**src/tsp_pkg.sv**
```systemverilog
// Shared constants for the TDM audio slot port.
package tsp_pkg;
   // Register byte offsets on the APB bus.
   localparam logic [7:0] RX_CFG_OFS = 8'h00;
   localparam logic [7:0] TX_CFG_OFS = 8'h04;
   localparam logic [7:0] TX_SLOT_A_OFS = 8'h08;
   localparam logic [7:0] TX_SLOT_B_OFS = 8'h0c;
   localparam logic [7:0] RX_SAMPLE_OFS = 8'h10;
   localparam logic [7:0] STATUS_OFS = 8'h14;
   // Field positions in the receive configuration register.
   localparam int RX_FSTART_POS = 0;
   localparam int RX_EDGE_POS = 1;
   localparam int RX_OFFSET_POS = 2;
   localparam int RX_SLEN_POS = 7;
   localparam int RX_WORD_LENGTH_POS = 9;
   localparam int RX_JUST_POS = 11;
   localparam int RX_SRC_POS = 12;
   localparam int RX_SLOTL_POS = 14;
   localparam int RX_SLOTR_POS = 18;
   // Field positions in the transmit configuration register.
   localparam int TX_EDGE_POS = 0;
   localparam int TX_OFFSET_POS = 1;
   localparam int TX_FILL_POS = 4;
   localparam int TX_KEEPER_POS = 5;
   localparam int TX_BATLEN_POS = 6;
   // Each slot register holds three streams of slot field plus enable.
   localparam int SLOT_FIELD_STRIDE = 8;
   localparam int SLOT_EN_POS = 6;
   // Values after reset.
   localparam logic [31:0] RX_CFG_RST = 32'h0000_0505;
   localparam logic [31:0] TX_CFG_RST = 32'h0000_0033;
   localparam logic [31:0] TX_SLOT_A_RST = 32'h0004_0200;
   localparam logic [31:0] TX_SLOT_B_RST = 32'h0008_0706;
   // Writable bits of each register; the rest read as zero.
   localparam logic [31:0] RX_CFG_MASK = 32'h003f_ffff;
   localparam logic [31:0] TX_CFG_MASK = 32'h0000_007f;
   localparam logic [31:0] TX_SLOT_MASK = 32'h007f_7f7f;
   // Transmit slots are one byte wide.
   localparam int TX_SLOT_BITS = 8;
   localparam int STREAM_COUNT = 6;
   // Playback source selections.
   typedef enum logic [1:0] {
      SRC_ADDR = 2'b00,
      SRC_LEFT = 2'b01,
      SRC_RIGHT = 2'b10,
      SRC_MIX = 2'b11
   } tsp_src_t;
endpackage

```
**src/tsp_slot_port.sv**
```systemverilog
// Functional notes
// - Word length codes 16/20/24/32, default 24
// - Justify bit: left default, right when set
// - Source 00 address slot, 01 left, 10 right
// - Left slot index four bits, default 0
// - Right slot index four bits, default 0
// - Transmit sense, PDM, battery, temperature, gain streams
// - Output changes on edge set by transmit-edge bit
// - Transmit offset 0 to 7, default 1
// - Unused bits drive zero or float per fill
// - Keeper enable bit, default on
// - Transmit slots are eight bits wide
// - Sense and PDM streams use two slots
// - Battery sent 16-bit justified or top byte
// - Temperature and gain use one slot
// - Slot field names upper byte slot
// - Each stream sent only when enabled
// - Transmission stops at frame boundary
// - Voltage sense slot default 0, disabled
// - Current sense slot default 2, disabled
// - Decimated Decimated_input_slot default 4
// - Frame starts on selected sync transition
// - Sync and data sampled on chosen edge
// - Receive offset 0 to 31, default 1
// - Slot beyond frame yields muted sample
`timescale 1ns/1ps
module tsp_slot_port #(
   parameter int CNT_W = 10
) (
   input wire logic pclk,
   input wire logic presetn,
   input wire logic psel,
   input wire logic penable,
   input wire logic pwrite,
   input wire logic [7:0] paddr,
   input wire logic [31:0] pwdata,
   output logic [31:0] prdata,
   output logic pready,
   output logic pslverr,
   input wire logic serial_bit_clock,
   input wire logic frame_sync,
   input wire logic serial_data_in,
   output logic serial_data_out,
   output logic serial_data_out_en,
   output logic keeper_enable,
   input wire logic [3:0] address_offset,
   input wire logic [15:0] voltage_sense_data,
   input wire logic [15:0] current_sense_data,
   input wire logic [15:0] decimated_input_data,
   input wire logic [11:0] battery_data,
   input wire logic [7:0] temperature_data,
   input wire logic [7:0] gain_data,
   output logic [31:0] play_sample,
   output logic play_valid
);
   // The bit counter must cover a 512-bit frame plus offsets.
   initial begin
      if (CNT_W < 10 || CNT_W > 16) begin
         $error("CNT_W must lie between 10 and 16");
      end
   end

   // Configuration registers written by software.
   logic [31:0] rx_cfg_q;
   logic [31:0] tx_cfg_q;
   logic [31:0] slot_a_q;
   logic [31:0] slot_b_q;
   // APB answer registers.
   logic pready_q;
   logic pslverr_q;
   logic [31:0] prdata_q;
   // Link synchronisers and accepted pin levels (bit 0 clock, 1 sync, 2 data).
   logic [2:0] sync1_q;
   logic [2:0] sync2_q;
   logic [2:0] sync3_q;
   logic [2:0] level_q;
   // Frame tracking.
   logic fs_prev_q;
   logic framed_q;
   logic [CNT_W-1:0] cnt_q;
   // Receive shift registers for the two chosen slots.
   logic [31:0] sh_a_q;
   logic [31:0] sh_b_q;
   logic [31:0] play_sample_q;
   logic play_valid_q;
   logic null_q;
   logic [7:0] frame_count_q;
   // Latched stream words, 16 bits each, upper byte first.
   logic [15:0] stream_q [tsp_pkg::STREAM_COUNT];
   // Transmit pin registers.
   logic sdo_q;
   logic sdo_en_q;
   logic keeper_q;

   // Configuration fields decoded from the registers.
   wire fstart_bit = rx_cfg_q[tsp_pkg::RX_FSTART_POS];
   wire rx_edge_bit = rx_cfg_q[tsp_pkg::RX_EDGE_POS];
   wire [4:0] rx_offset = rx_cfg_q[tsp_pkg::RX_OFFSET_POS +: 5];
   wire [1:0] rx_slot_len = rx_cfg_q[tsp_pkg::RX_SLEN_POS +: 2];
   wire [1:0] rx_word_length = rx_cfg_q[tsp_pkg::RX_WORD_LENGTH_POS +: 2];
   wire rx_justify = rx_cfg_q[tsp_pkg::RX_JUST_POS];
   wire [1:0] rx_source_config = rx_cfg_q[tsp_pkg::RX_SRC_POS +: 2];
   wire [3:0] rx_slot_left = rx_cfg_q[tsp_pkg::RX_SLOTL_POS +: 4];
   wire [3:0] rx_slot_right = rx_cfg_q[tsp_pkg::RX_SLOTR_POS +: 4];
   wire tx_edge_bit = tx_cfg_q[tsp_pkg::TX_EDGE_POS];
   wire [2:0] tx_offset = tx_cfg_q[tsp_pkg::TX_OFFSET_POS +: 3];
   wire tx_fill = tx_cfg_q[tsp_pkg::TX_FILL_POS];
   wire tx_keeper = tx_cfg_q[tsp_pkg::TX_KEEPER_POS];
   wire battery_slot_length = tx_cfg_q[tsp_pkg::TX_BATLEN_POS];

   // APB decode: setup phase, access completion and address match.
   wire apb_setup = psel && !penable;
   wire apb_done = psel && penable && pready_q;
   wire apb_wr = apb_done && pwrite;
   wire hit_rx = paddr == tsp_pkg::RX_CFG_OFS;
   wire hit_tx = paddr == tsp_pkg::TX_CFG_OFS;
   wire hit_sa = paddr == tsp_pkg::TX_SLOT_A_OFS;
   wire hit_sb = paddr == tsp_pkg::TX_SLOT_B_OFS;
   wire hit_smp = paddr == tsp_pkg::RX_SAMPLE_OFS;
   wire hit_st = paddr == tsp_pkg::STATUS_OFS;
   wire hit_any = hit_rx || hit_tx || hit_sa || hit_sb || hit_smp || hit_st;
   wire [31:0] status_w = {23'h000000, null_q, frame_count_q};
   wire [31:0] rd_mux =
      hit_rx ? rx_cfg_q :
      hit_tx ? tx_cfg_q :
      hit_sa ? slot_a_q :
      hit_sb ? slot_b_q :
      hit_smp ? play_sample_q :
      hit_st ? status_w : 32'h0000_0000;

   // The answer is prepared in the setup cycle so every access takes one
   // wait-free access cycle; unmapped addresses answer with an error.
   always_ff @(posedge pclk or negedge presetn) begin
      if (!presetn) begin
         pready_q <= 1'b0;
         pslverr_q <= 1'b0;
         prdata_q <= 32'h0000_0000;
      end else begin
         pready_q <= apb_setup;
         pslverr_q <= apb_setup && !hit_any;
         prdata_q <= apb_setup ? rd_mux : 32'h0000_0000;
      end
   end

   // Configuration writes; reset values carry every documented default.
   always_ff @(posedge pclk or negedge presetn) begin
      if (!presetn) begin
         rx_cfg_q <= tsp_pkg::RX_CFG_RST;
         tx_cfg_q <= tsp_pkg::TX_CFG_RST;
         slot_a_q <= tsp_pkg::TX_SLOT_A_RST;
         slot_b_q <= tsp_pkg::TX_SLOT_B_RST;
      end else if (apb_wr) begin
         if (hit_rx) begin
            rx_cfg_q <= pwdata & tsp_pkg::RX_CFG_MASK;
         end
         if (hit_tx) begin
            tx_cfg_q <= pwdata & tsp_pkg::TX_CFG_MASK;
         end
         if (hit_sa) begin
            slot_a_q <= pwdata & tsp_pkg::TX_SLOT_MASK;
         end
         if (hit_sb) begin
            slot_b_q <= pwdata & tsp_pkg::TX_SLOT_MASK;
         end
      end
   end

   // Three-stage synchronisers; a pin change is accepted once the second
   // and third stages agree on a level other than the accepted one.
   always_ff @(posedge pclk or negedge presetn) begin
      if (!presetn) begin
         sync1_q <= 3'h0;
         sync2_q <= 3'h0;
         sync3_q <= 3'h0;
         level_q <= 3'h0;
      end else begin
         sync1_q <= {serial_data_in, frame_sync, serial_bit_clock};
         sync2_q <= sync1_q;
         sync3_q <= sync2_q;
         level_q <= (sync2_q ~^ sync3_q) & sync3_q | ~(sync2_q ~^ sync3_q)
            & level_q;
      end
   end

   // Bit-clock edges as seen after filtering.
   wire bclk_chg = (sync2_q[0] == sync3_q[0]) && (sync3_q[0] != level_q[0]);
   wire bclk_rise = bclk_chg && sync3_q[0];
   wire bclk_fall = bclk_chg && !sync3_q[0];
   wire samp_edge = rx_edge_bit ? bclk_fall : bclk_rise;
   wire drive_edge = tx_edge_bit ? bclk_fall : bclk_rise;
   wire fs_now = sync3_q[1];
   wire din_now = sync3_q[2];
   // A frame opens on the selected sync transition at a sampling edge.
   wire frame_open = samp_edge && (fs_now != fs_prev_q) &&
      (fs_now == !fstart_bit);

   // Bit counter: zero at the sampling edge that sees the frame opening.
   always_ff @(posedge pclk or negedge presetn) begin
      if (!presetn) begin
         fs_prev_q <= 1'b1;
         cnt_q <= '1;
         framed_q <= 1'b0;
      end else if (samp_edge) begin
         fs_prev_q <= fs_now;
         if (frame_open) begin
            cnt_q <= '0;
            framed_q <= 1'b1;
         end else if (cnt_q != '1) begin
            cnt_q <= cnt_q + 1'b1;
         end
      end
   end

   // Slot and word lengths in bits; reserved slot code reads as 32.
   wire [5:0] slot_bits = (rx_slot_len == 2'b00) ? 6'd16 :
      (rx_slot_len == 2'b01) ? 6'd24 : 6'd32;
   wire [5:0] word_bits = (rx_word_length == 2'b00) ? 6'd16 :
      (rx_word_length == 2'b01) ? 6'd20 :
      (rx_word_length == 2'b10) ? 6'd24 : 6'd32;
   // Channel A is the mono source; channel B is the right slot for the mix.
   wire [3:0] slot_a_sel = (rx_source_config == tsp_pkg::SRC_ADDR) ?
      address_offset : (rx_source_config == tsp_pkg::SRC_RIGHT) ?
      rx_slot_right : rx_slot_left;
   wire [3:0] slot_b_sel = rx_slot_right;
   // Position of the bit sampled at this edge; the opening bit is zero.
   wire [CNT_W:0] rx_pos = frame_open ? '0 :
      (CNT_W+1)'(cnt_q) + 1'b1;

   // First bit of a slot counted from the frame opening.
   function automatic logic [CNT_W:0] slot_start(input logic [3:0] s);
      logic [CNT_W:0] prod;
      prod = (CNT_W+1)'(s) * (CNT_W+1)'(slot_bits);
      return prod + (CNT_W+1)'(rx_offset);
   endfunction

   // True when the just-sampled bit belongs to the word of slot s.
   function automatic logic in_word(input logic [3:0] s);
      logic [CNT_W:0] ws;
      logic [CNT_W:0] pos;
      ws = slot_start(s);
      pos = rx_pos;
      if (rx_justify) begin
         ws = ws + (CNT_W+1)'(slot_bits) - (CNT_W+1)'(word_bits);
      end
      return (pos >= ws) && (pos < ws + (CNT_W+1)'(word_bits));
   endfunction

   // Length of the frame now ending and the null test on the slots used.
   wire [CNT_W:0] frame_len = (CNT_W+1)'(cnt_q) + 1'b1;
   wire end_a_out = slot_start(slot_a_sel) + (CNT_W+1)'(slot_bits) >
      frame_len;
   wire end_b_out = slot_start(slot_b_sel) + (CNT_W+1)'(slot_bits) >
      frame_len;
   wire mix_mode = rx_source_config == tsp_pkg::SRC_MIX;
   wire null_w = end_a_out || (mix_mode && end_b_out);
   // Words left-aligned to 32 bits and the halved stereo sum.
   wire [5:0] pad_bits = 6'd32 - word_bits;
   wire [31:0] word_a = sh_a_q << pad_bits;
   wire [31:0] word_b = sh_b_q << pad_bits;
   wire [32:0] mix_sum = {word_a[31], word_a} + {word_b[31], word_b};
   wire [31:0] mix_half = mix_sum[32:1];
   wire [31:0] sample_w = null_w ? 32'h0000_0000 :
      mix_mode ? mix_half : word_a;

   // Receive shifting and delivery of one sample per frame.
   always_ff @(posedge pclk or negedge presetn) begin
      if (!presetn) begin
         sh_a_q <= 32'h0000_0000;
         sh_b_q <= 32'h0000_0000;
         play_sample_q <= 32'h0000_0000;
         play_valid_q <= 1'b0;
         null_q <= 1'b0;
         frame_count_q <= 8'h00;
      end else begin
         play_valid_q <= frame_open && framed_q;
         if (frame_open) begin
            if (framed_q) begin
               play_sample_q <= sample_w;
               null_q <= null_w;
               frame_count_q <= frame_count_q + 8'h01;
            end
            // The opening bit itself may already belong to a word.
            sh_a_q <= in_word(slot_a_sel) ? {31'h0, din_now} : 32'h0;
            sh_b_q <= in_word(slot_b_sel) ? {31'h0, din_now} : 32'h0;
         end else if (samp_edge) begin
            if (in_word(slot_a_sel)) begin
               sh_a_q <= {sh_a_q[30:0], din_now};
            end
            if (in_word(slot_b_sel)) begin
               sh_b_q <= {sh_b_q[30:0], din_now};
            end
         end
      end
   end

   // Bit about to be driven, counted from transmit slot 0; negative means
   // the offset has not yet elapsed. A new frame restarts the count, which
   // cuts any stream that would run past the frame end.
   wire [CNT_W+1:0] tx_base = frame_open ? '0 :
      (CNT_W+2)'(cnt_q) + 1'b1;
   wire [CNT_W+1:0] tx_pos_s = tx_base -
      (CNT_W+2)'(tx_offset);
   wire tx_before = tx_pos_s[CNT_W+1] || !framed_q;
   wire [CNT_W-3:0] tx_slot = tx_pos_s[CNT_W:3];
   wire [2:0] tx_bit = tx_pos_s[2:0];

   // Per-stream settings: slot field, enable and two-slot flag.
   wire [5:0] st_slot [tsp_pkg::STREAM_COUNT];
   wire st_en [tsp_pkg::STREAM_COUNT];
   wire st_two [tsp_pkg::STREAM_COUNT];
   wire [tsp_pkg::STREAM_COUNT-1:0] st_hit;
   wire [tsp_pkg::STREAM_COUNT-1:0] st_bit;

   // Streams 0 to 2 live in slot register A, 3 to 5 in slot register B.
   genvar gi;
   generate
      for (gi = 0; gi < tsp_pkg::STREAM_COUNT; gi++) begin : g_stream
         localparam int BASE = (gi % 3) * tsp_pkg::SLOT_FIELD_STRIDE;
         wire [31:0] reg_w = (gi < 3) ? slot_a_q : slot_b_q;
         wire hi_hit;
         wire lo_hit;
         assign st_slot[gi] = reg_w[BASE +: 6];
         assign st_en[gi] = reg_w[BASE + tsp_pkg::SLOT_EN_POS];
         // Sense and PDM always use two slots, battery as selected.
         assign st_two[gi] = (gi < 3) ? 1'b1 :
            (gi == 3) ? battery_slot_length : 1'b0;
         // Upper byte in the named slot, lower byte in the next one.
         assign hi_hit = (tx_slot == (CNT_W-2)'(st_slot[gi]));
         assign lo_hit = st_two[gi] &&
            (tx_slot == (CNT_W-2)'(st_slot[gi]) + 1'b1);
         assign st_hit[gi] = st_en[gi] && !tx_before &&
            (hi_hit || lo_hit);
         assign st_bit[gi] = hi_hit ? stream_q[gi][4'd15 - 4'(tx_bit)] :
            stream_q[gi][4'd7 - 4'(tx_bit)];
      end
   endgenerate

   // Overlap has no defined winner; overlapping bits are simply ORed.
   wire any_hit = |st_hit;
   wire hit_bit = |(st_hit & st_bit);

   // Stream words are latched at each frame opening so a frame carries a
   // consistent set of values.
   always_ff @(posedge pclk or negedge presetn) begin
      if (!presetn) begin
         for (int i = 0; i < tsp_pkg::STREAM_COUNT; i++) begin
            stream_q[i] <= 16'h0000;
         end
      end else if (frame_open) begin
         stream_q[0] <= voltage_sense_data;
         stream_q[1] <= current_sense_data;
         stream_q[2] <= decimated_input_data;
         stream_q[3] <= {battery_data, 4'h0};
         stream_q[4] <= {temperature_data, 8'h00};
         stream_q[5] <= {gain_data, 8'h00};
      end
   end

   // Output pin: changes only at the chosen drive edge; unused bits give
   // zero or release the line as the fill setting asks.
   always_ff @(posedge pclk or negedge presetn) begin
      if (!presetn) begin
         sdo_q <= 1'b0;
         sdo_en_q <= 1'b0;
         keeper_q <= 1'b1;
      end else begin
         keeper_q <= tx_keeper;
         if (drive_edge) begin
            if (any_hit) begin
               sdo_q <= hit_bit;
               sdo_en_q <= 1'b1;
            end else begin
               sdo_q <= 1'b0;
               sdo_en_q <= !tx_fill;
            end
         end
      end
   end

   assign prdata = prdata_q;
   assign pready = pready_q;
   assign pslverr = pslverr_q;
   assign serial_data_out = sdo_q;
   assign serial_data_out_en = sdo_en_q;
   assign keeper_enable = keeper_q;
   assign play_sample = play_sample_q;
   assign play_valid = play_valid_q;
endmodule
```
**config.mk**
```make
export PLATFORM = sky130hd
export DESIGN_NAME = tsp_slot_port
export DESIGN_NICKNAME = d
export VERILOG_FILES = /design/src/tsp_pkg.sv /design/src/tsp_slot_port.sv
export SDC_FILE = /design/constraint.sdc
export NUM_CORES = 1
export LEC_CHECK = 0
export ABC_AREA = 1
export BUFFER_PORTS_ARGS = -buffer_cell sky130_fd_sc_hd__buf_2
export CORE_MARGIN = 10
export CORE_UTILIZATION = 53
export CTS_BUF_LIST = sky130_fd_sc_hd__clkbuf_16
export CTS_CLUSTER_DIAMETER = 50
export DETAILED_ROUTE_END_ITERATION = 10
export PLACE_DENSITY_LB_ADDON = 0.08
export SYNTH_ARGS = -nofsm -noshare
export SYNTH_HDL_FRONTEND = slang
export SYNTH_SLANG_ARGS = --single-unit
```
**constraint.sdc**
```tcl
create_clock -name pclk -period 8.9 [get_ports pclk]
set_input_delay 2.225 -clock pclk [delete_from_list [all_inputs] [get_ports pclk]]
set_output_delay 2.225 -clock pclk [all_outputs]
set_load 0.02 [all_outputs]
```
==> results of run 1 <==
## metal layers
metal	track usage, %	up-vias
met5	0	-
met4	13.8	2
met1	38.7	10600
li1	-	10600
met3	6.20	200
met2	49.6	907
## power groups by stage
stage	Clock [mW]	Sequential [mW]	Combinational [mW]
after global routing	1.66	1.80	2.50
after detailed placement	0	1.80	2.19
final	1.57	1.78	2.24
after floorplan	0	1.79	1.48
after CTS	1.60	1.78	2.21
after global placement	0	1.79	2.15
## logic make-up after synthesis
logic type | share of synthesized area, %
and+or+nand+nor | 26.2
DFF | 34.8
xor gates and xnor gates | 3.07
muxes | 0.0499
adders and majority gates | 9.90
other | 0.0166
AOI/OAI and AO/OA | 17.4
buffers and inverters | 8.60
## registers in the layout (all words and copies together), names as in the netlist, 8 cells and up, named ones only
register and cells:
stream_q 76, g_stream.reg_w 42, play_sample 32, prdata 32, sh_a_q 32, sh_b_q 32
rx_cfg_q 22, cnt_q 10, frame_count_q 8
## metrics by stage
step,utilization [%],area (µm²),std cells,hold slack (ns),worst slack [ns]
after floorplan,-,22500,3147,0.331,0.890
after global placement,56.9,23900,3778,0.333,0.535
after detailed placement,56.9,23900,3778,0.336,0.365
after CTS,59.9,25200,3846,0.347,0.936
after global routing,59.9,25200,3846,0.347,0.541
final,59.9,25200,3848,0.345,0.977
## worst max-delay path by stage
stage                 end  slack, ns  cells past startpoint              start
2_1_floorplan  sh_a_q[16]       0.89                     35  address_offset[1]
3_3_place_gp    sh_a_q[4]       0.54                     37  address_offset[1]
3_5_place_dp    sh_a_q[1]       0.37                     37  address_offset[1]
4_1_cts         sh_a_q[4]       0.94                     37  address_offset[1]
5_1_grt        sh_a_q[10]       0.54                     32  address_offset[1]
6_report        sh_a_q[1]       0.98                     37  address_offset[1]
## cells in the mapped netlist (10+ instances only)
| library cell | instances |
|---|---|
| nand2_1 | 812 |
| o21ai_0 | 403 |
| inv_1 | 367 |
| dfrtp_1 | 284 |
| nor2_1 | 219 |
| nand3_1 | 187 |
| a21oi_1 | 168 |
| ha_1 | 156 |
| clkbuf_1 | 112 |
| xor2_1 | 58 |
| nor3_1 | 35 |
| o211ai_1 | 31 |
| dfstp_2 | 28 |
| o22ai_1 | 26 |
| nand4_1 | 24 |
| nand2_2 | 22 |
| xnor2_1 | 21 |
| fa_1 | 14 |
| a21o_1 | 12 |
| o221ai_1 | 11 |
| buf_1 | 10 |
| nand3_2 | 10 |
## area by class of cell
class	count	area, µm²	share of cell area (%)
clock inverters	29	283	1.12
flip-flops and latches	312	7840	31.1
repair buffers	218	1190	4.72
clock buffers	39	976	3.87
diodes	2	5.00	0.0199
multi-input cells	2325	12800	50.7
well taps	539	674	2.68
inverters	384	1450	5.75
==> flow_metrics.env, run 1 <==
export IMPL_status="complete, no violations"
export IMPL_maxSlewViolCount=0
export IMPL_crit_slowest_cell="fa_1"
export IMPL_post_cts_buffers=0
export IMPL_initial_core_util_pct=53.6
export IMPL_combinationalPowerShare_pct=40.1
export IMPL_final_cell_mix="nand2_1 (812), o21ai_0 (403), inv_1 (374)"
export IMPL_vias=22300
export IMPL_grt_pass1_vias=21500
export IMPL_cp_num_buf_inv=9
export IMPL_finalPower_mw=5.60
export IMPL_grt_max_degree=165
export IMPL_drive_above_1_share_pct=11.8
export IMPL_core_area_um2=42000
export IMPL_fin_skew_ns=0.0167
export IMPL_async_reset_ff_share_pct=100
export IMPL_syn_mean_instance_area_um2=7.17
export IMPL_cpPeakStageDelay_ns=0.53
export IMPL_die_height_um=226
export IMPL_area_delta_synth_final_pct=11.7
export IMPL_hold_viol=0
export IMPL_clock_fmax_mhz=126
export IMPL_postCtsHoldBufs=0
export IMPL_m1WireLength_um=33000
export IMPL_h_tree_depth=2
export IMPL_clkTransAtPathRegs_ns=0.06
export IMPL_overflow=0
export IMPL_reg2reg_from="rx_cfg_q[8]"
export IMPL_routed_wl_um=79100
export IMPL_p_per_area_nw_per_um2=222
export IMPL_io_pins=198
export IMPL_clk_latency_ns=0.57
export IMPL_ys_types=58
export IMPL_p_switching_mw=2.37
export IMPL_syn_instance_count=3146
export IMPL_ys_seq_elements=312
export IMPL_yosys_area_top_type_share_pct=31.5
export IMPL_cp_end_kind="register"
export IMPL_rsz0062_at_grt="false"
export IMPL_cts_resized_gates=0
export IMPL_grt_pass1_wl_um=122000
export IMPL_hold_path_class="register to register"
export IMPL_path_delay_family="adder cells"
export IMPL_cts_path_max_buffers=3
export IMPL_drtPass1Iterations=6
export IMPL_cts_buffers=39
export IMPL_path_class="input port to register"
export IMPL_fin_crit_sh_pct=89.0
export IMPL_met3_length_um=6080
export IMPL_io_buffers=188
export IMPL_critPathRequiredTime_ns=9.33
export IMPL_reg2reg_to="sh_b_q[16]"
export IMPL_cts_root_buf="clkbuf_16"
export IMPL_viasPerCell=5.79
export IMPL_switching_share_pct=42.4
export IMPL_grt_usage_pct=30.6
export IMPL_netlist_area_um2=22500
export IMPL_rows=75
export IMPL_drtIter0Drc=2179
export IMPL_worst_hold_path_endpoint="sync3_q[2]"
export IMPL_crit_fanout=19
export IMPL_max_cap_violations=0
export IMPL_antenna_found_initial=2
export IMPL_routedWlPerCell_um=20.6
export IMPL_cts_tree="yes"
export IMPL_final_common_cell="nand2_1"
export IMPL_p_clk_share_pct=28.1
export IMPL_slew_headroom_pct=26.9
export IMPL_ys_top_cells_by_area="dfrtp_1 (32%), nand2_1 (14%), o21ai_0 (8.9%)"
export IMPL_hold_path_depth=0
export IMPL_p_leak_nw=12.4
export IMPL_routabilityCongestion=1.01
export IMPL_clock_sinks=312
export IMPL_yosysTopAreaCell="dfrtp_1"
export IMPL_fin_nets=3578
export IMPL_die_x_um=226
export IMPL_ff2ff_setup_slack_ns=1.38
export IMPL_antenna_left=0
export IMPL_crit_path_start_kind="input port"
export IMPL_setup_viol=0
export IMPL_power_internal_mw=3.23
export IMPL_yosys_warnings=0
export IMPL_critical_path_arrival_ns=8.36
export IMPL_synth_edf_count=0
export IMPL_max_vdd_ir_drop_uv=207
export IMPL_top_layer="met5"
export IMPL_post_route_min_period_ns=7.92
export IMPL_wl_met2_um=36300
export IMPL_ys_seq_area_share_pct=34.8
export IMPL_max_slew_worst_pin_slew_ns=1.10
export IMPL_tns_ns=0
export IMPL_p_seq_share_pct=31.8
export IMPL_drc_errors=0
export IMPL_synth_ff_type="dfrtp_1"
export IMPL_worstHoldStart="sync2_q[2]"
export IMPL_n_fill_cell=3945
export IMPL_hpwlAfterDp_um=60900
export IMPL_dieArea_um2=51200
export IMPL_reg2reg_depth=29
Note: power is estimated with default switching activity, not from simulation.
==> inputs of run 2 (changes only) <==
- REMOVE_ABC_BUFFERS: default -> 1
==> run 2 against run 1 <==
Clock power is 11% higher. Global-route usage is 0.82 points lower. Register-to-register slack better by 0.03 ns. Non-clock buffer count is 2 lower. Die area stayed put. Via count is 0.62% lower. Combinational power is 3% lower. First-iteration DRC count is 0.46% higher. Critical path type unchanged. Critical endpoint is now sh_a_q[4]. Largest cell class unchanged.
==> flow_metrics.env, run 2 (synthesis gave the netlist of run 1 again) <==
export IMPL_status="complete, no violations"
export IMPL_post_route_min_period_ns=8.08
export IMPL_io_pins=198
export IMPL_max_cap_violations=0
export IMPL_clkTransAtPathRegs_ns=0.06
export IMPL_drive_above_1_share_pct=12.1
export IMPL_crit_path_end="sh_a_q[4]"
export IMPL_cts_resized_gates=0
export IMPL_drtPass1Iterations=8
export IMPL_fin_crit_sh_pct=90.7
export IMPL_cts_root_buf="clkbuf_16"
export IMPL_grt_pass1_wl_um=119000
export IMPL_grt_max_degree=178
export IMPL_maxSlewViolCount=0
export IMPL_combinationalPowerShare_pct=38.2
export IMPL_ff2ff_setup_slack_ns=1.41
export IMPL_cp_num_cells=35
export IMPL_vias=22100
export IMPL_cts_buffers=44
export IMPL_switching_share_pct=41.7
export IMPL_crit_top_cell="ha_1"
export IMPL_hold_path_class="register to register"
export IMPL_routedWlPerCell_um=20.0
export IMPL_max_vdd_ir_drop_uv=161
export IMPL_h_tree_depth=2
export IMPL_finalPower_mw=5.69
export IMPL_path_delay_family="adder cells"
export IMPL_hpwlAfterDp_um=59400
export IMPL_final_cell_mix="nand2_1 (812), o21ai_0 (403), inv_1 (374)"
export IMPL_top_layer="met4"
export IMPL_postCtsHoldBufs=0
export IMPL_post_cts_buffers=0
export IMPL_p_switching_mw=2.37
export IMPL_dp_cells=3776
export IMPL_grt_usage_pct=29.8
export IMPL_routabilityCongestion=0.971
export IMPL_crit_path_start_kind="input port"
export IMPL_antenna_found_initial=0
export IMPL_fin_nets=3581
export IMPL_grt_pass1_vias=21200
export IMPL_rsz0062_at_grt="false"
export IMPL_overflow=0
export IMPL_antenna_left=0
export IMPL_tns_ns=0
export IMPL_reg2reg_to="sh_b_q[6]"
export IMPL_core_area_um2=42000
export IMPL_final_common_cell="nand2_1"
export IMPL_cts_tree="yes"
export IMPL_fin_cells=3858
export IMPL_cp_num_buf_inv=7
export IMPL_initial_core_util_pct=53.6
export IMPL_cp_end_kind="register"
export IMPL_fin_skew_ns=0.0292
export IMPL_slew_headroom_pct=28.3
export IMPL_final_core_utilization_pct=60.3
export IMPL_die_height_um=226
export IMPL_crit_fanout=23
export IMPL_cpPeakStageDelay_ns=0.52
export IMPL_viasPerCell=5.74
export IMPL_clk_latency_ns=0.60
export IMPL_m1WireLength_um=32000
export IMPL_rows=75
export IMPL_dieArea_um2=51200
export IMPL_drtIter0Drc=2189
export IMPL_hold_viol=0
export IMPL_routed_wl_um=77200
export IMPL_clock_fmax_mhz=124
export IMPL_critPathRequiredTime_ns=9.38
export IMPL_cts_path_max_buffers=3
export IMPL_p_leak_nw=12.5
export IMPL_drc_errors=0
export IMPL_crit_slowest_cell="o311ai_0"
export IMPL_setup_worst_path_start="address_offset[2]"
export IMPL_p_per_area_nw_per_um2=224
export IMPL_max_slew_worst_pin_slew_ns=1.08
export IMPL_antennaDiodeCount=0
export IMPL_top_register="stream_q"
export IMPL_io_buffers=188
export IMPL_reg2reg_depth=29
export IMPL_area_delta_synth_final_pct=12.5
export IMPL_critical_path_arrival_ns=8.56
export IMPL_wl_met2_um=36300
export IMPL_largest_reg_flops=76
export IMPL_reg2reg_from="rx_cfg_q[8]"
export IMPL_power_internal_mw=3.32
export IMPL_setup_viol=0
export IMPL_path_class="input port to register"
export IMPL_clock_sinks=312
export IMPL_met3_length_um=4780
export IMPL_hold_ws_ns=0.350
export IMPL_p_clk_share_pct=30.6
export IMPL_p_seq_share_pct=31.2
export IMPL_die_x_um=226
-- run 2: cell count changes in the layout (fill, tap and decap cells not counted), moves of 2 or more --
cell,delta
buf_4,-2
clkinv_2,+3
diode_2,-2
clkinv_4,-3
inv_8,+5
clkbuf_16,+5
clkinv_1,+4
-- run 2: area by class of cell --
type	instances	area (µm²)
fill	3987	16700
inverter	384	1450
clock inverter	38	350
clock buffer	44	1100
multi-input combinational	2325	12800
timing repair buffer	216	1170
tap	539	674
sequential	312	7840
-- run 2: worst min-delay path by stage --
stage	start	cells after the start	end
floorplan	sync1_q[0]	0	sync2_q[0]
global placement	sync1_q[0]	0	sync2_q[0]
detailed placement	sync1_q[0]	0	sync2_q[0]
CTS	sync1_q[0]	0	sync2_q[0]
global route	sync1_q[2]	0	sync2_q[2]
finish	sync1_q[0]	0	sync2_q[0]
-- run 2: power groups by stage --
| stage | Clock [mW] | Combinational, mW | Sequential, mW |
|---|---|---|---|
| after CTS | 1.77 | 2.15 | 1.77 |
| after global placement | 0 | 2.10 | 1.79 |
| after global routing | 1.82 | 2.42 | 1.80 |
| final | 1.74 | 2.17 | 1.78 |
| after floorplan | 0 | 1.45 | 1.79 |
| after detailed placement | 0 | 2.14 | 1.79 |
-- run 2: stage by stage --
stage	worst slack, ns	instance area [µm²]
2_1_floorplan	0.0645	22100
3_3_place_gp	0.304	23900
3_5_place_dp	0.306	23900
4_1_cts	0.889	25400
5_1_grt	0.324	25400
6_report	0.823	25400
-- run 2: worst register-to-register path, delay by kind of cell (launching register included) --
kind,cells,cell delay [ns]
fa+ha+maj,8,2.63
simple gates,8,1.68
xor+xnor,3,0.58
buf+inv,6,0.90
compound gates,4,0.84
flops,1,0.76
-- run 2: metal layers --
metal / up-vias / track usage, %
li1: 10600 / -
met1: 10500 / 38.2
met2: 829 / 48.9
met3: 189 / 3.23
met4: 0 / 15.2
met5: - / 0
==> inputs of run 3 (changes only) <==
- CORE_ASPECT_RATIO: default -> 1.25
==> run 3 against run 2 <==
Flip-flop and latch count is the same. Combinational power grew 2%. Routed wire length shrank 1.7%. First-iteration DRC count shrank 24%. Total power shrank 2.5%. Maximum frequency shrank 0.18%. Sequential share of layout area grew 0.23 points. Die area grew 0.10%. Global-route usage shrank 0.55 points. Non-clock buffer count grew 2. Sequential power is essentially flat. Design area shrank 0.73%. Critical endpoint is now sh_a_q[3].
==> flow_metrics.env, run 3 (synthesis gave the netlist of run 1 again) <==
export IMPL_final_core_utilization_pct=59.9
export IMPL_max_slew_worst_pin_slew_ns=1.11
export IMPL_grt_pass1_wl_um=119000
export IMPL_max_vdd_ir_drop_uv=185
export IMPL_max_cap_violations=0
export IMPL_path_class="input port to register"
export IMPL_grt_usage_pct=29.2
export IMPL_area_delta_synth_final_pct=11.7
export IMPL_initial_core_util_pct=53.6
export IMPL_routed_wl_um=75900
export IMPL_setup_viol=0
export IMPL_drtIter0Drc=1657
export IMPL_crit_slowest_cell="fa_1"
export IMPL_routedWlPerCell_um=19.6
export IMPL_dieArea_um2=51200
export IMPL_multi_input_area_um2=12800
export IMPL_hold_path_depth=0
export IMPL_cts_path_max_buffers=3
export IMPL_p_per_area_nw_per_um2=220
export IMPL_vias=21900
export IMPL_cp_end_kind="register"
export IMPL_clkTransAtPathRegs_ns=0.06
export IMPL_drive_above_1_share_pct=11.7
export IMPL_n_fill_cell=4035
export IMPL_h_tree_depth=2
export IMPL_crit_path_start_kind="input port"
export IMPL_ff2ff_setup_slack_ns=1.13
export IMPL_hold_ws_ns=0.348
export IMPL_die_x_um=204
export IMPL_clock_fmax_mhz=124
export IMPL_drtPass1Iterations=5
export IMPL_die_height_um=251
export IMPL_tns_ns=0
export IMPL_final_common_cell="nand2_1"
export IMPL_clk_latency_ns=0.57
export IMPL_critPathRequiredTime_ns=9.34
export IMPL_fin_crit_sh_pct=90.9
export IMPL_drc_errors=0
export IMPL_cts_resized_gates=0
export IMPL_cp_num_buf_inv=10
export IMPL_cts_root_buf="clkbuf_16"
export IMPL_io_buffers=188
export IMPL_viasPerCell=5.66
export IMPL_hold_path_class="register to register"
export IMPL_cpPeakStageDelay_ns=0.53
export IMPL_post_route_min_period_ns=8.09
export IMPL_critical_path_arrival_ns=8.53
export IMPL_reg2reg_depth=29
export IMPL_post_cts_buffers=0
export IMPL_fin_nets=3577
export IMPL_status="complete, no violations"
export IMPL_core_area_um2=42000
export IMPL_largest_reg_flops=76
export IMPL_maxSlewViolCount=0
export IMPL_cts_tree="yes"
export IMPL_wl_met2_um=38400
export IMPL_postCtsHoldBufs=0
export IMPL_grt_max_degree=175
export IMPL_cts_buffers=38
export IMPL_routabilityCongestion=0.975
export IMPL_fin_skew_ns=0.0249
export IMPL_seq_area_um2=7840
export IMPL_rsz0062_at_grt="false"
export IMPL_antenna_left=0
export IMPL_hold_viol=0
export IMPL_rows=84
export IMPL_io_pins=198
export IMPL_top_register="stream_q"
export IMPL_grt_pass1_vias=21800
export IMPL_p_leak_nw=12.4
export IMPL_final_cell_mix="nand2_1 (812), o21ai_0 (403), inv_1 (371)"
export IMPL_antenna_found_initial=0
export IMPL_top_layer="met4"
export IMPL_met3_length_um=3550
export IMPL_cp_num_cells=38
export IMPL_overflow=0
export IMPL_clock_sinks=312
export IMPL_slew_headroom_pct=26.1
export IMPL_m1WireLength_um=29000
export IMPL_hpwlAfterDp_um=58900
export IMPL_path_delay_family="adder cells"
export IMPL_crit_fanout=15
-- run 3: area by class of cell --
cell class              instances  area share [%]
multi-input cells            2325            50.7
diodes                          1         0.00994
clock inverters                29            1.09
clock buffers                  38            3.78
well taps                     559            2.78
repair buffers                218            4.72
flip-flops and latches        312            31.1
inverters                     384            5.75
-- run 3: metrics by stage --
step	power [mW]	area, µm²	std cells	setup slack (ns)
floorplan	3.24	22100	3021	0.0645
global placement	3.94	23900	3798	0.363
detailed placement	3.99	23900	3798	0.252
CTS	5.57	25200	3865	0.862
global route	5.91	25200	3865	0.353
finish	5.55	25200	3866	0.809
-- run 3: final timing paths --
kind,startpoint,to
max,address_offset[1],sh_a_q[3]
min,sync2_q[2],sync3_q[2]
max reg2reg,rx_cfg_q[8],sh_b_q[26]
min reg2reg,sync2_q[2],sync3_q[2]
max in group asynchronous,presetn,stream_q[84]
min in group asynchronous,presetn,prdata[18]
-- run 3: per-layer routing --
metal | global-route usage (%) | vias to the layer above
li1 | - | 10600
met2 | 50.9 | 638
met3 | 3.77 | 222
met4 | 18.1 | 0
met1 | 33.2 | 10400
met5 | 0 | -
-- run 3: where the power goes --
part | switching (mW) | total [mW] | leakage (nW) | internal, mW
logic | 1.55 | 2.22 | 7.74 | 0.673
registers | 0.142 | 1.78 | 4.01 | 1.63
clock network | 0.648 | 1.55 | 0.619 | 0.903
total | 2.34 | 5.55 | 12.4 | 3.21
